===== src/verilog/flm_pkg.sv =====
// Purpose: shared constants, types and helpers of the fast latch and
//          masked write extension register bank
// Assumes: byte-wide indexed host access, four display planes
// Notes:   index values are the extension indices seen by the host
package flm_pkg;

  typedef logic [7:0] flm_byte_t;
  typedef logic [1:0] flm_ptr_t;
  typedef logic [31:0] flm_word_t;

  localparam int FLM_PLANES = 4;
  localparam int FLM_BYTE_W = 8;

  // code that opens the extension registers to the host
  localparam flm_byte_t FLM_UNLOCK_CODE = 8'hea;

  // extension indices
  localparam flm_byte_t IDX_FORE0 = 8'hec;
  localparam flm_byte_t IDX_FORE1 = 8'hed;
  localparam flm_byte_t IDX_FORE2 = 8'hee;
  localparam flm_byte_t IDX_FORE3 = 8'hef;
  localparam flm_byte_t IDX_FAST_FORE = 8'hf0;
  localparam flm_byte_t IDX_LOAD_PTRS = 8'hf1;
  localparam flm_byte_t IDX_FAST_BACK = 8'hf2;
  localparam flm_byte_t IDX_MW_CTRL = 8'hf3;
  localparam flm_byte_t IDX_MW_MASK = 8'hf4;
  localparam flm_byte_t IDX_PATTERN = 8'hf5;

  // load pointer field positions
  localparam int FORE_PTR_LSB = 4;
  localparam int BACK_PTR_LSB = 0;

  // masked write control field positions
  localparam int MW_EN_BIT = 0;
  localparam int MW_SRC_BIT = 1;

  // foreground/background control value that selects the latches
  localparam flm_ptr_t FB_SEL_FORE = 2'h2;

  // reset and idle values
  localparam flm_ptr_t PTR_ZERO = 2'h0;
  localparam flm_ptr_t PTR_ONE = 2'h1;
  localparam flm_ptr_t MW_CTRL_RESET = 2'h0;
  localparam flm_byte_t BYTE_ZERO = 8'h00;
  localparam flm_byte_t MASK_ALL = 8'hff;
  localparam flm_word_t WORD_ZERO = 32'h00000000;

  // modulo-4 advance of a load pointer
  function automatic flm_ptr_t ptr_next(input flm_ptr_t p);
    ptr_next = flm_ptr_t'(p + PTR_ONE);
  endfunction : ptr_next

  // readback image of the load pointer register, unused bits zero
  function automatic flm_byte_t pack_ptrs(input flm_ptr_t f,
                                          input flm_ptr_t b);
    flm_byte_t v;
    v = BYTE_ZERO;
    v[FORE_PTR_LSB +: 2] = f;
    v[BACK_PTR_LSB +: 2] = b;
    pack_ptrs = v;
  endfunction : pack_ptrs

  // readback image of the masked write control, bits 7-2 zero
  function automatic flm_byte_t pack_mw(input flm_ptr_t c);
    flm_byte_t v;
    v = BYTE_ZERO;
    v[MW_EN_BIT] = c[MW_EN_BIT];
    v[MW_SRC_BIT] = c[MW_SRC_BIT];
    pack_mw = v;
  endfunction : pack_mw

endpackage : flm_pkg


===== src/verilog/flm_unlock.sv =====
// Purpose: extension unlock register; opens the extension bank
// Assumes: host writes to the unlock register arrive as a one-cycle strobe
// Notes:   any value other than the code closes the bank again
`timescale 1ns/1ps
module flm_unlock (
  input wire i_core_clk,
  input wire i_sys_rst,
  input wire i_clk_en,
  input wire i_unlock_wr,
  input wire flm_pkg::flm_byte_t i_unlock_data,
  output logic o_unlocked
);
  import flm_pkg::*;

  logic unlocked_r;
  logic unlocked_nxt;

  always_comb begin
    unlocked_nxt = unlocked_r;
    if (i_unlock_wr) begin
      unlocked_nxt = (i_unlock_data == FLM_UNLOCK_CODE);
    end
  end

  // closed after reset so stray accesses cannot reach the bank
  always_ff @(posedge i_core_clk) begin
    if (i_sys_rst) begin
      unlocked_r <= 1'b0;
    end else if (i_clk_en) begin
      unlocked_r <= unlocked_nxt;
    end
  end

  assign o_unlocked = unlocked_r;

endmodule : flm_unlock


===== src/verilog/flm_mask_unit.sv =====
// Purpose: selects the write-per-bit mask for a display memory write
// Assumes: rotated cpu byte is supplied by the data rotator outside
// Notes:   purely combinational; the top registers the result
`timescale 1ns/1ps
module flm_mask_unit (
  input wire flm_pkg::flm_ptr_t i_mw_ctrl,
  input wire flm_pkg::flm_byte_t i_stored_mask,
  input wire flm_pkg::flm_byte_t i_rot_byte,
  output flm_pkg::flm_byte_t o_mask,
  output logic o_masked
);
  import flm_pkg::*;

  always_comb begin
    o_masked = i_mw_ctrl[MW_EN_BIT];
    if (!i_mw_ctrl[MW_EN_BIT]) begin
      o_mask = MASK_ALL;  // ordinary write: every bit replaced
    end else if (i_mw_ctrl[MW_SRC_BIT]) begin
      o_mask = i_rot_byte;
    end else begin
      o_mask = i_stored_mask;
    end
  end

endmodule : flm_mask_unit


===== src/verilog/flm_top.sv =====
// Purpose: fast latch load ports, foreground latches and masked write
//          control of the display controller extension bank
// Assumes: host index and data strobes are one-cycle pulses, read and
//          write never in the same cycle; memory attached is video ram
// Notes:   background latch storage sits outside, fed by o_back_wr
//
// Summary of operation
// - four plane foreground latches feed alu on 10
// - bank usable only after unlock code written
// - fast fore write stores at pointed plane
// - fore pointer 00..11 selects planes 0..3
// - fore pointer advances modulo four per write
// - fast fore read clears fore pointer
// - fast fore read returns pointed latch
// - fast back write goes to pointed latch
// - back pointer advances modulo four per write
// - fast back read clears back pointer
// - fast back port is decode only
// - masked write only while enable bit set
// - mask from rotated byte or stored mask
// - one mask applies to all planes
// - mask zero keeps bit, one replaces
// - unused control bits read as zero
`timescale 1ns/1ps
module flm_top (
  input wire i_core_clk,
  input wire i_sys_rst,
  input wire i_clk_en,
  input wire i_unlock_wr,
  input wire flm_pkg::flm_byte_t i_unlock_data,
  input wire i_idx_wr,
  input wire i_data_wr,
  input wire i_data_rd,
  input wire flm_pkg::flm_byte_t i_wdata,
  input wire flm_pkg::flm_ptr_t i_fb_sel,
  input wire flm_pkg::flm_word_t i_gc_alu_in,
  input wire i_mem_wr,
  input wire flm_pkg::flm_byte_t i_rot_byte,
  input wire flm_pkg::flm_word_t i_mem_wdata,
  output flm_pkg::flm_byte_t o_rd_data,
  output logic o_rd_valid,
  output logic o_unlocked,
  output logic o_back_wr,
  output flm_pkg::flm_ptr_t o_back_plane,
  output flm_pkg::flm_byte_t o_back_data,
  output flm_pkg::flm_word_t o_alu_in,
  output logic o_vram_we,
  output logic o_vram_masked,
  output flm_pkg::flm_byte_t o_vram_mask,
  output flm_pkg::flm_word_t o_vram_data
);
  import flm_pkg::*;

  // register state
  flm_byte_t fore_r [FLM_PLANES];
  flm_byte_t fore_nxt [FLM_PLANES];
  flm_byte_t idx_r, idx_nxt;
  flm_ptr_t ptr_fore_r, ptr_fore_nxt;
  flm_ptr_t ptr_back_r, ptr_back_nxt;
  flm_ptr_t mw_ctrl_r, mw_ctrl_nxt;
  flm_byte_t mask_r, mask_nxt;
  flm_byte_t pat_r, pat_nxt;

  // output state
  flm_byte_t rd_data_r, rd_data_nxt;
  logic rd_valid_r, rd_valid_nxt;
  logic back_wr_r, back_wr_nxt;
  flm_ptr_t back_plane_r, back_plane_nxt;
  flm_byte_t back_data_r, back_data_nxt;
  flm_word_t alu_in_r, alu_in_nxt;
  logic vram_we_r, vram_we_nxt;
  logic vram_masked_r, vram_masked_nxt;
  flm_byte_t vram_mask_r, vram_mask_nxt;
  flm_word_t vram_data_r, vram_data_nxt;

  logic unlocked;
  logic acc_wr;
  logic acc_rd;
  flm_byte_t sel_mask;
  logic sel_masked;
  flm_word_t fore_flat;

  flm_unlock u_unlock (
    .i_core_clk (i_core_clk),
    .i_sys_rst (i_sys_rst),
    .i_clk_en (i_clk_en),
    .i_unlock_wr (i_unlock_wr),
    .i_unlock_data (i_unlock_data),
    .o_unlocked (unlocked)
  );

  flm_mask_unit u_mask (
    .i_mw_ctrl (mw_ctrl_r),
    .i_stored_mask (mask_r),
    .i_rot_byte (i_rot_byte),
    .o_mask (sel_mask),
    .o_masked (sel_masked)
  );

  // data accesses only pass while the bank is open
  assign acc_wr = i_data_wr && unlocked;
  assign acc_rd = i_data_rd && unlocked && !i_data_wr;

  // plane 0 in the low byte of the alu word
  assign fore_flat = {fore_r[3], fore_r[2], fore_r[1], fore_r[0]};

  // register bank next state: writes, pointer steps and read side effects
  always_comb begin
    fore_nxt = fore_r;
    idx_nxt = idx_r;
    ptr_fore_nxt = ptr_fore_r;
    ptr_back_nxt = ptr_back_r;
    mw_ctrl_nxt = mw_ctrl_r;
    mask_nxt = mask_r;
    pat_nxt = pat_r;
    // index port itself is never locked, so software can always set it
    if (i_idx_wr) begin
      idx_nxt = i_wdata;
    end
    if (acc_wr) begin
      unique case (idx_r)
        IDX_FORE0, IDX_FORE1, IDX_FORE2, IDX_FORE3: begin
          fore_nxt[idx_r[1:0]] = i_wdata;
        end
        IDX_FAST_FORE: begin
          fore_nxt[ptr_fore_r] = i_wdata;
          ptr_fore_nxt = ptr_next(ptr_fore_r);
        end
        IDX_LOAD_PTRS: begin
          ptr_fore_nxt = i_wdata[FORE_PTR_LSB +: 2];
          ptr_back_nxt = i_wdata[BACK_PTR_LSB +: 2];
        end
        IDX_FAST_BACK: begin
          ptr_back_nxt = ptr_next(ptr_back_r);
        end
        IDX_MW_CTRL: begin
          mw_ctrl_nxt = i_wdata[1:0];
        end
        IDX_MW_MASK: begin
          mask_nxt = i_wdata;
        end
        IDX_PATTERN: begin
          pat_nxt = i_wdata;
        end
        default: begin
        end
      endcase
    end else if (acc_rd) begin
      // read of fast fore port clears pointer
      if (idx_r == IDX_FAST_FORE) begin
        ptr_fore_nxt = PTR_ZERO;
      end
      // read of fast back port clears pointer
      if (idx_r == IDX_FAST_BACK) begin
        ptr_back_nxt = PTR_ZERO;
      end
    end
  end

  always_ff @(posedge i_core_clk) begin
    if (i_sys_rst) begin
      for (int p = 0; p < FLM_PLANES; p++) begin
        fore_r[p] <= BYTE_ZERO;
      end
      idx_r <= BYTE_ZERO;
      ptr_fore_r <= PTR_ZERO;
      ptr_back_r <= PTR_ZERO;
      mw_ctrl_r <= MW_CTRL_RESET;
      mask_r <= BYTE_ZERO;
      pat_r <= BYTE_ZERO;
    end else if (i_clk_en) begin
      fore_r <= fore_nxt;
      idx_r <= idx_nxt;
      ptr_fore_r <= ptr_fore_nxt;
      ptr_back_r <= ptr_back_nxt;
      mw_ctrl_r <= mw_ctrl_nxt;
      mask_r <= mask_nxt;
      pat_r <= pat_nxt;
    end
  end

  // outputs: readback, background load strobe, alu source, memory write
  always_comb begin
    rd_data_nxt = rd_data_r;
    rd_valid_nxt = 1'b0;
    back_wr_nxt = 1'b0;
    back_plane_nxt = back_plane_r;
    back_data_nxt = back_data_r;
    vram_we_nxt = i_mem_wr;
    vram_masked_nxt = vram_masked_r;
    vram_mask_nxt = vram_mask_r;
    vram_data_nxt = vram_data_r;
    // foreground latches drive the alu on the 10 selection
    alu_in_nxt = (i_fb_sel == FB_SEL_FORE) ? fore_flat : i_gc_alu_in;
    if (i_data_rd) begin
      // a locked read still answers, with zero, so the bus never hangs
      rd_valid_nxt = 1'b1;
      rd_data_nxt = BYTE_ZERO;
      if (acc_rd) begin
        unique case (idx_r)
          IDX_FORE0, IDX_FORE1, IDX_FORE2, IDX_FORE3: begin
            rd_data_nxt = fore_r[idx_r[1:0]];
          end
          IDX_FAST_FORE: rd_data_nxt = fore_r[ptr_fore_r];
          IDX_LOAD_PTRS: rd_data_nxt = pack_ptrs(ptr_fore_r, ptr_back_r);
          IDX_MW_CTRL: rd_data_nxt = pack_mw(mw_ctrl_r);
          IDX_MW_MASK: rd_data_nxt = mask_r;
          IDX_PATTERN: rd_data_nxt = pat_r;
          default: rd_data_nxt = BYTE_ZERO;
        endcase
      end
    end
    // route write to pointed background latch
    if (acc_wr && (idx_r == IDX_FAST_BACK)) begin
      back_wr_nxt = 1'b1;
      back_plane_nxt = ptr_back_r;
      back_data_nxt = i_wdata;
    end
    // one mask for all planes; the ram keeps bits at zero
    if (i_mem_wr) begin
      vram_masked_nxt = sel_masked;
      vram_mask_nxt = sel_mask;
      vram_data_nxt = i_mem_wdata;
    end
  end

  // every output is a flop; strobes drop to zero under reset
  always_ff @(posedge i_core_clk) begin
    if (i_sys_rst) begin
      rd_data_r <= BYTE_ZERO;
      rd_valid_r <= 1'b0;
      back_wr_r <= 1'b0;
      back_plane_r <= PTR_ZERO;
      back_data_r <= BYTE_ZERO;
      alu_in_r <= WORD_ZERO;
      vram_we_r <= 1'b0;
      vram_masked_r <= 1'b0;
      vram_mask_r <= MASK_ALL;
      vram_data_r <= WORD_ZERO;
    end else if (i_clk_en) begin
      rd_data_r <= rd_data_nxt;
      rd_valid_r <= rd_valid_nxt;
      back_wr_r <= back_wr_nxt;
      back_plane_r <= back_plane_nxt;
      back_data_r <= back_data_nxt;
      alu_in_r <= alu_in_nxt;
      vram_we_r <= vram_we_nxt;
      vram_masked_r <= vram_masked_nxt;
      vram_mask_r <= vram_mask_nxt;
      vram_data_r <= vram_data_nxt;
    end
  end

  assign o_rd_data = rd_data_r;
  assign o_rd_valid = rd_valid_r;
  assign o_unlocked = unlocked;
  assign o_back_wr = back_wr_r;
  assign o_back_plane = back_plane_r;
  assign o_back_data = back_data_r;
  assign o_alu_in = alu_in_r;
  assign o_vram_we = vram_we_r;
  assign o_vram_masked = vram_masked_r;
  assign o_vram_mask = vram_mask_r;
  assign o_vram_data = vram_data_r;
endmodule : flm_top


===== config.mk =====
export PLATFORM = sky130hd
export DESIGN_NAME = flm_top
export DESIGN_NICKNAME = d
export VERILOG_FILES = /design/src/verilog/flm_pkg.sv /design/src/verilog/flm_unlock.sv /design/src/verilog/flm_mask_unit.sv /design/src/verilog/flm_top.sv
export SDC_FILE = /design/constraint.sdc
export NUM_CORES = 1
export LEC_CHECK = 0
export BUFFER_PORTS_ARGS = -buffer_cell sky130_fd_sc_hd__buf_2
export CORE_AREA = 2 2 115 117
export DETAILED_ROUTE_END_ITERATION = 10
export DIE_AREA = 0 0 117 119
export MAX_ROUTING_LAYER = met4
export PLACE_DENSITY = 0.85
export RECOVER_POWER = 25
export SYNTH_ARGS = -nofsm -noshare
export SYNTH_HDL_FRONTEND = slang
export SYNTH_HIERARCHICAL = 1
export SYNTH_SLANG_ARGS = --single-unit

===== constraint.sdc =====
create_clock -name i_core_clk -period 3.3 [get_ports i_core_clk]
set_input_delay 0.66 -clock i_core_clk [delete_from_list [all_inputs] [get_ports i_core_clk]]
set_output_delay 0.66 -clock i_core_clk [all_outputs]
set_load 0.02 [all_outputs]

==> impl_metrics.csv, run 1 <==
group,metric,value,unit
run_status,outcome,"finished, violations left",
run_status,violations,"capacitance limit, slew limit",
final_layout,areaGrowthSynthToFinish,20.09,%
synth,synthesis.nets,880,
synth,synthFlopType,"dfxtp_1",
placed_design,port_buffers,192,
final_layout,diodes,0,
worst_setup_path,path_cells,"buf_4 > clkbuf_1 > o41ai_1",
timing,fin_crit_sh,81.42,%
worst_setup_path,start_kind,"primary input",
timing,final.setup_skew,10.06,ps
pwr,power_density,487.0,nW/µm²
cts,cts_tree,"built",
final_layout,drive_gt1_share,22.14,%
cts,clock_path_buffers,2,
pwr,clkPwrFrac,42.9,%
grt,antenna_found_initial,0,
timing,finalSetupTns,0,ps
worst_setup_path,worstPathRequired,3520,ps
hold_path,worstHoldPathType,"reg -> reg",
timing,drv_slew,51,
timing,timing.fmax,372.2,MHz
grt,grt_start_max_net_pins,64,
worst_setup_path,crit_type,"in -> reg",
final_layout,n_fill_cell,1055,
grt,grt_pass1_vias,5802,
synth,synth_top_cell_area_share,43.97,%
cts,postCtsHoldBufs,0,
routing,drtIter0Drc,730,
placed_design,place_congestion,0.9133,
pwr,p_seq_share,47.6,%
pwr,p_total,4.181,mW
floorplan,die_w,117,µm
job,cap_violations,1,
placed_design,dp.final_hpwl,13.30,mm
synth,ys_top_cells_by_count,"nand2_1, dfxtp_1, mux2i_1, nor2_1, a21oi_1",
final_layout,register_area,3143,µm²
worst_setup_path,path_depth,3,
cts,post_cts_resized,0,
floorplan,die_height,119,µm
timing,hold_violations,0,
synth,async_flop_share,0,%
floorplan,rows,42,
cts,clk_latency,420,ps
timing,hold_ws,451.3,ps
worst_setup_path,cp_top_family,"buffers and inverters",
worst_setup_path,critPathArrivalTime,2910,ps
pwr,power.net_switching,1.029,mW
worst_setup_path,cp_num_buf_inv,2,
floorplan,fp.dieArea,13920,µm²
synth,synth-seq-cells,157,
worst_setup_path,r2r_cells,4,
floorplan,io_pins,193,
synth,synthesis.area,7148,µm²
synth,syn_inst,778,
synth,yosys-top-cells-area,"dfxtp_1, mux2i_1, nand2_1",
hold_path,worstHoldPathCells,2,
floorplan,start_util,55.52,%
timing,max-slew-margin-rel,-46.54,%
worst_setup_path,setup.worst_path.end_class,"flop",
pwr,netSwitchingFraction,24.60,%
cts,cts_made_buffers,17,
synth,synth_area_per_cell,9.188,µm²
synth,ys_warn_count,6,
timing,setup_viol,0,
pwr,peakVddDrop,288.4,µV
final_layout,multiInputGateArea,3687,µm²
routing,vias,6321,
pwr,leakagePower,3.591,nW
cts,clk_pin_slew,60,ps
pwr,p_comb_share,9.4,%
grt,grt-ovfl-total,0,
cts,cts-htree-levels,4,
cts,ctsRootBufferMaster,"clkbuf_16",
routing,vias_per_cell,5.644,
synth,ys_seq_area_share,43.97,%
timing,rsz0062_at_grt,"no",
worst_setup_path,path_max_fanout,50,
synth,synth_most_common_cell,"nand2_1",
cts,cts.sink_count,157,
final_layout,nets,1036,
routing,totalWireLength,19.27,mm
routing,drc,0,
grt,grt_first_pass_wirelength,29.52,mm
floorplan,core_area,12870,µm²
pwr,internal_power,3.152,mW
routing,drtAntennaViolNets,0,
routing,first_pass_iters,7,
routing,avgRoutedWirePerCell,17.20,µm
cts,post_cts_buffers,0,
timing,tightestPinTransition,2198,ps
synth,synth_edf_count,0,
worst_setup_path,slowest_delay,1610,ps
worst_setup_path,crit_path_top_delay_cell,"clkbuf_1",
synth,synth.distinct_cells,55,
grt,track_usage,28.22,%
timing,fin_crit,2687,ps
synth,synth_area_leader_cell,"dfxtp_1",
[cells by family (layout without fill, tap and decap cells)]
group	Yosys count	count (layout)	share of synthesized area [%]
and+or+nand+nor	300	300	19.08
adders and majority gates	4	4	0.7002
buffers and inverters	72	238	4.568
muxes	123	123	20.02
DFF	157	157	43.97
AOI/OAI and AO/OA	122	122	11.66
[metrics by stage]
step / instance area (µm²) / cells / setup slack (ps) / utilization, %
finish: 8584 / 1120 / 613.3 / 66.68
global placement: 8118 / 1091 / 955.9 / 63.05
detailed placement: 8118 / 1091 / 878.2 / 63.05
CTS: 8650 / 1120 / 944.7 / 67.18
global route: 8584 / 1120 / 402.5 / 66.68
floorplan: 7148 / 778 / 1314 / -
[power by group through the flow]
stage | clock, mW | sequential, mW | combinational [mW]
final | 1.79 | 1.99 | 0.394
after CTS | 1.81 | 1.99 | 0.401
after floorplan | 0 | 2.08 | 0.187
after global placement | 0 | 2.03 | 0.393
after global routing | 1.90 | 2.00 | 0.429
after detailed placement | 0 | 2.03 | 0.398
[final timing paths]
path | slack (ps) | startpoint | to
worst max register to register | 840 | idx_r[1] | o_rd_data[1]
worst min register to register | 450 | o_vram_masked | o_vram_masked
worst min-delay path | 450 | o_vram_masked | o_vram_masked
worst max-delay path | 610 | i_sys_rst | ptr_fore_r[1]
[tightest hold or removal path, stage by stage, from the launching register on]
cell and delay (ps):
dfxtp_1 300, nand2_1 50, a21oi_1 50
[registers in the layout, summed over array words and instances (netlist names)]
signal and cells:
o_vram_we 1, o_alu_in 32, o_vram_masked 1, o_vram_data 32
idx_r 8, o_back_wr 1, pat_r 8, mask_r 8
o_rd_valid 1, o_vram_mask 8, u_unlock/o_unlocked 1, ptr_back_r 2
ptr_fore_r 2, o_rd_data 8, mw_ctrl_r 2, o_back_plane 2
fore_flat 32, o_back_data 8
[layout by cell type, fill, tap and decap left out, types with 10 or more instances in the layout]
| cell type | n |
|---|---|
| nand3_1 | 27 |
| a21oi_1 | 47 |
| dfxtp_1 | 157 |
| buf_4 | 10 |
| clkbuf_1 | 51 |
| clkbuf_16 | 17 |
| nor2_1 | 67 |
| mux2i_1 | 107 |
| a211oi_1 | 35 |
| mux4_2 | 16 |
| nand2_1 | 163 |
| buf_2 | 144 |
[per-layer routing]
metal	routed length [µm]	global-route usage [%]	part of all wire (%)
met5	0	-	0
met4	579	12.13	3.0
met3	1524	6.616	7.9
met2	9188	43.68	48
met1	7976	35.25	41
[cell type report]
class | count | share of cell area [%]
Multi-Input combinational cell | 549 | 42.95
Timing Repair Buffer | 202 | 11.37
Inverter | 7 | 0.3061
Tap cell | 176 | 2.565
Clock inverter | 7 | 0.7871
Clock buffer | 22 | 5.407
Sequential cell | 157 | 36.61
No activity file was read; power rests on OpenSTA's default activity.
==> run 2: changes to the inputs <==
CORE_AREA = 2 2 126 128   (was 2 2 115 117)
DIE_AREA = 0 0 128 130   (was 0 0 117 119)
PLACE_DENSITY = 0.75   (was 0.85)
clock period = 2.4 ns   (was 3.3 ns; I/O delays follow)
==> impl_metrics.csv, run 2 (synthesis results as in run 1) <==
group,metric,value,unit
run_status,outcome,"finished clean",
final_layout,diodes,0,
worst_setup_path,path_cells,"buf_4 > nand4b_1 > nor3_4 > mux2i_1 > nor2_1",
cts,clk_pin_slew,60,ps
worst_setup_path,crit_type,"reg -> reg",
timing,fin_crit_sh,88.55,%
worst_setup_path,worstPathRequired,2670,ps
cts,cts_tree,"built",
cts,clock_path_buffers,2,
worst_setup_path,cp_num_buf_inv,1,
pwr,power_density,683.0,nW/µm²
hold_path,worstHoldPathType,"in -> reg",
cts,ctsRootBufferMaster,"clkbuf_16",
timing,finalSetupTns,0,ps
final_layout,areaGrowthSynthToFinish,23.82,%
final_layout,drive_gt1_share,28.27,%
final_layout,mostFrequentLayoutCells,"buf_2, nand2_1, dfxtp_1",
pwr,power.net_switching,1.412,mW
placed_design,place_congestion,0.9658,
timing,timing.fmax,470.5,MHz
final_layout,final_common_cell,"buf_2",
worst_setup_path,critPathArrivalTime,2400,ps
pwr,p_seq_share,45.2,%
timing,max-slew-margin-rel,25.70,%
timing,fin_crit,2125,ps
worst_setup_path,setup.worst_path.end_class,"flop",
placed_design,place_ws,336.0,ps
timing,setup_viol,0,
worst_setup_path,start_kind,"flop",
routing,drtIter0Drc,502,
final_layout,multiInputGateArea,3681,µm²
timing,hold_violations,0,
placed_design,dp.final_hpwl,13.96,mm
cts,postCtsHoldBufs,0,
cts,clk_latency,430,ps
pwr,leakagePower,3.893,nW
routing,drc,0,
worst_setup_path,r2r_cells,5,
timing,final.setup_skew,9.148,ps
routing,totalWireLength,19.38,mm
routing,drtAntennaViolNets,0,
worst_setup_path,path_depth,5,
grt,track_usage,23.33,%
pwr,clkPwrFrac,45.5,%
routing,vias,6321,
final_layout,n_fill_cell,1367,
floorplan,io_pins,193,
pwr,netSwitchingFraction,23.36,%
pwr,internal_power,4.633,mW
cts,cts_made_buffers,17,
job,cap_violations,0,
floorplan,fp.dieArea,16640,µm²
floorplan,start_util,46.34,%
pwr,p_total,6.045,mW
hold_path,worstHoldPathCells,2,
routing,vias_per_cell,5.477,
timing,layout_setup_ws,274.7,ps
routing,avgRoutedWirePerCell,16.79,µm
worst_setup_path,path_max_fanout,17,
worst_setup_path,worstSetupStartpoint,"idx_r[0]",
worst_setup_path,slowest_delay,540,ps
floorplan,core_area,15420,µm²
timing,hold_ws,274.9,ps
grt,antenna_found_initial,0,
placed_design,port_buffers,192,
worst_setup_path,cp_top_family,"simple AND/OR/NAND/NOR gates",
floorplan,rows,46,
placed_design,place_area,8274,µm²
routing,first_pass_iters,6,
cts,cts.sink_count,157,
floorplan,die_height,130,µm
hold_path,min_from,"i_unlock_data[5]",
cts,post_cts_resized,0,
worst_setup_path,reg2reg_setup_slack,270,ps
final_layout,nets,1052,
grt,grt-ovfl-total,0,
final_layout,fin_cells,1154,
floorplan,die_w,128,µm
final_layout,design_area,8851,µm²
placed_design,dp.cells,1123,
pwr,peakVddDrop,546.4,µV
final_layout,register_area,3143,µm²
worst_setup_path,crit_path_top_delay_cell,"nor3_4",
pwr,p_comb_share,9.3,%
cts,post_cts_buffers,0,
final_layout,utilization,57.38,%
grt,grt_start_max_net_pins,95,
timing,drv_slew,0,
worst_setup_path,timing.rr.start,"idx_r[0]",
grt,grt_pass1_vias,5610,
timing,tightestPinTransition,1113,ps
cts,cts-htree-levels,4,
timing,rsz0062_at_grt,"no",
grt,grt_first_pass_wirelength,29.56,mm
## run 2: changes by cell type in the layout (fill, tap and decap cells not counted), sizes merged
cell,delta
bufinv,+2
dlymetal6s2s,+1
clkinv,-1
buf,+60
clkinvlp,-2
clkbuf,-42
## run 2: worst paths after layout
check,endpoint
max,mask_r[5]
max reg2reg,mask_r[5]
min,u_unlock/o_unlocked
min reg2reg,o_vram_data[22]
## run 2: cell type report
class                   count  share of cell area [%]
flip-flops and latches    157                   35.51
clock inverters             6                   1.216
inverters                   7                  0.2969
clock buffers              25                   5.598
well taps                 192                   2.714
repair buffers            218                   13.08
multi-input cells         549                   41.59
## run 2: layer usage
metal	up-vias	GRT usage, %	share of wire [%]
li1	3080	-	-
met1	2951	30.43	43
met2	263	36.40	48
met3	27	4.592	7.3
met4	0	8.274	1.9
met5	-	-	0
## run 2: power groups by stage
stage | sequential (mW) | clock [mW] | combinational (mW)
2_1_floorplan | 2.87 | 0 | 0.258
3_3_place_gp | 2.79 | 0 | 0.562
3_5_place_dp | 2.79 | 0 | 0.568
4_1_cts | 2.73 | 2.80 | 0.569
5_1_grt | 2.74 | 2.92 | 0.608
6_report | 2.73 | 2.75 | 0.562
==> run 3: changes to the inputs <==
CORE_AREA = 2 2 125 127   (was 2 2 126 128)
DIE_AREA = 0 0 127 129   (was 0 0 128 130)
PLACE_DENSITY = 0.74   (was 0.75)
SYNTH_HIERARCHICAL = unset   (was 1)
==> impl_metrics.csv, run 3 <==
group,metric,value,unit
routing,vias_per_cell,5.471,
timing,setup_viol,0,
synth,synthFlopType,"dfxtp_1",
synth,synth_edf_count,0,
grt,track_usage,23.33,%
grt,grt_first_pass_wirelength,29.09,mm
final_layout,fin_cells,1103,
cts,cts_made_buffers,17,
timing,timing.fmax,501.4,MHz
routing,vias,6034,
cts,cts-htree-levels,4,
hold_path,min_from,"i_mem_wdata[20]",
pwr,power_density,707.6,nW/µm²
floorplan,core_area,14980,µm²
worst_setup_path,timing.rr.start,"idx_r[3]",
timing,fin_crit,1994,ps
timing,rsz0062_at_grt,"no",
cts,cts.sink_count,157,
final_layout,utilization,57.31,%
synth,synthesis.area,6890,µm²
cts,clk_pin_slew,70,ps
placed_design,dp.final_hpwl,13.00,mm
pwr,leakagePower,3.516,nW
floorplan,rows,45,
worst_setup_path,crit_type,"reg -> reg",
placed_design,port_buffers,192,
cts,clock_path_buffers,2,
floorplan,start_util,46.01,%
routing,first_pass_iters,5,
pwr,peakVddDrop,441.2,µV
worst_setup_path,critPathArrivalTime,2350,ps
worst_setup_path,worstSetupStartpoint,"idx_r[3]",
final_layout,nets,1004,
floorplan,fp.dieArea,16380,µm²
routing,avgRoutedWirePerCell,17.08,µm
final_layout,design_area,8583,µm²
cts,post_cts_resized,0,
timing,hold_ws,284.5,ps
worst_setup_path,worstPathRequired,2750,ps
cts,clk_latency,430,ps
worst_setup_path,setup.worst_path.end_class,"flop",
grt,grt-ovfl-total,0,
grt,antenna_found_initial,0,
timing,drv_slew,0,
worst_setup_path,r2r_cells,5,
synth,synth.distinct_cells,49,
floorplan,io_pins,193,
synth,ys_seq_area_share,45.61,%
final_layout,drive_gt1_share,27.65,%
synth,ys_top_cells_by_count,"dfxtp_1, mux2i_1, nor2_1, nand2_1, a21oi_1",
placed_design,place_ws,397.8,ps
final_layout,mostFrequentLayoutCells,"buf_2, dfxtp_1, mux2i_1",
routing,drtAntennaViolNets,0,
job,cap_violations,0,
timing,finalSetupTns,0,ps
timing,fin_crit_sh,83.10,%
hold_path,worstHoldPathCells,3,
placed_design,place_area,8019,µm²
grt,grt_pass1_vias,5357,
synth,syn_inst,737,
synth,yosys-top-cells-area,"dfxtp_1, mux2i_1, nor2_1",
floorplan,die_height,129,µm
final_layout,final_common_cell,"buf_2",
routing,totalWireLength,18.84,mm
timing,final.setup_skew,13.26,ps
timing,max-slew-margin-rel,25.53,%
cts,postCtsHoldBufs,0,
synth,synth-seq-cells,157,
run_status,outcome,"finished clean",
routing,drtIter0Drc,469,
floorplan,die_w,127,µm
cts,post_cts_buffers,0,
worst_setup_path,path_max_fanout,6,
synth,ys_warn_count,0,
placed_design,place_congestion,0.8795,
cts,cts_tree,"built",
timing,tightestPinTransition,1117,ps
synth,synth_area_leader_cell,"dfxtp_1",
cts,ctsRootBufferMaster,"clkbuf_16",
final_layout,diodes,0,
synth,synth_top_cell_area_share,45.61,%
worst_setup_path,start_kind,"flop",
timing,layout_setup_ws,405.5,ps
synth,synth_most_common_cell,"dfxtp_1",
synth,async_flop_share,0,%
hold_path,worstHoldPathType,"in -> reg",
synth,synth_area_per_cell,9.349,µm²
pwr,p_total,6.073,mW
placed_design,dp.cells,1071,
timing,hold_violations,0,
routing,drc,0,
final_layout,areaGrowthSynthToFinish,24.57,%
synth,synthesis.nets,839,
grt,grt_start_max_net_pins,69,
run 3: changes by cell type in the layout (fill, tap and decap cells not counted), sizes merged, moves of 5 or more:
cell / before / now
nand3: 28 / 19
nor3: 9 / 3
nor2: 67 / 105
a211o: 1 / 8
clkbuf: 28 / 41
buf: 214 / 188
inv: 7 / 14
a21oi: 47 / 61
nor4: 6 / 0
a21boi: 5 / 0
a22oi: 0 / 5
nand2: 163 / 90
run 3: final timing paths:
path	endpoint	slack, ps
worst max-delay path	ptr_fore_r[0]	410
worst min register to register	o_vram_data[28]	450
worst max register to register	ptr_fore_r[0]	410
worst min-delay path	o_vram_data[20]	280
run 3: metal layers:
metal / up-vias / part of all wire [%] / wire (µm) / global-route usage [%]
met5: - / 0 / 0 / -
met4: 0 / 1.6 / 300 / 6.723
li1: 2957 / - / - / -
met2: 205 / 48 / 9002 / 36.31
met1: 2848 / 45 / 8477 / 30.91
met3: 24 / 5.6 / 1061 / 4.906
run 3: logic make-up after synthesis:
kind of cell,synth area share [%]
buffers and inverters,4.013
AND/OR/NAND/NOR,15.71
flip-flops,45.61
adder cells (fa/ha/maj),0.7264
AO/OA/AOI/OAI,12.98
multiplexers,20.96
run 3: worst max-delay path, cell delays in order (launching register included):
cell,delay (ps)
dfxtp_1,320
and4b_1,320
nand2_4,90
or4_4,510
or4_1,530
a31oi_1,160
run 3: final cells by class:
class | instances | area (µm²)
clock buffers | 18 | 439.2
clock inverters | 14 | 172.7
fillers | 1382 | 6394
inverters | 5 | 18.77
multi-input cells | 510 | 3478
flip-flops and latches | 157 | 3143
well taps | 188 | 235.2
repair buffers | 211 | 1096
run 3: power breakdown:
group	switching (mW)	total (mW)	leakage (nW)	internal (mW)
Clock	1.20	2.80	0.303	1.61
Sequential	0.0374	2.72	1.28	2.68
Combinational	0.347	0.550	1.93	0.203
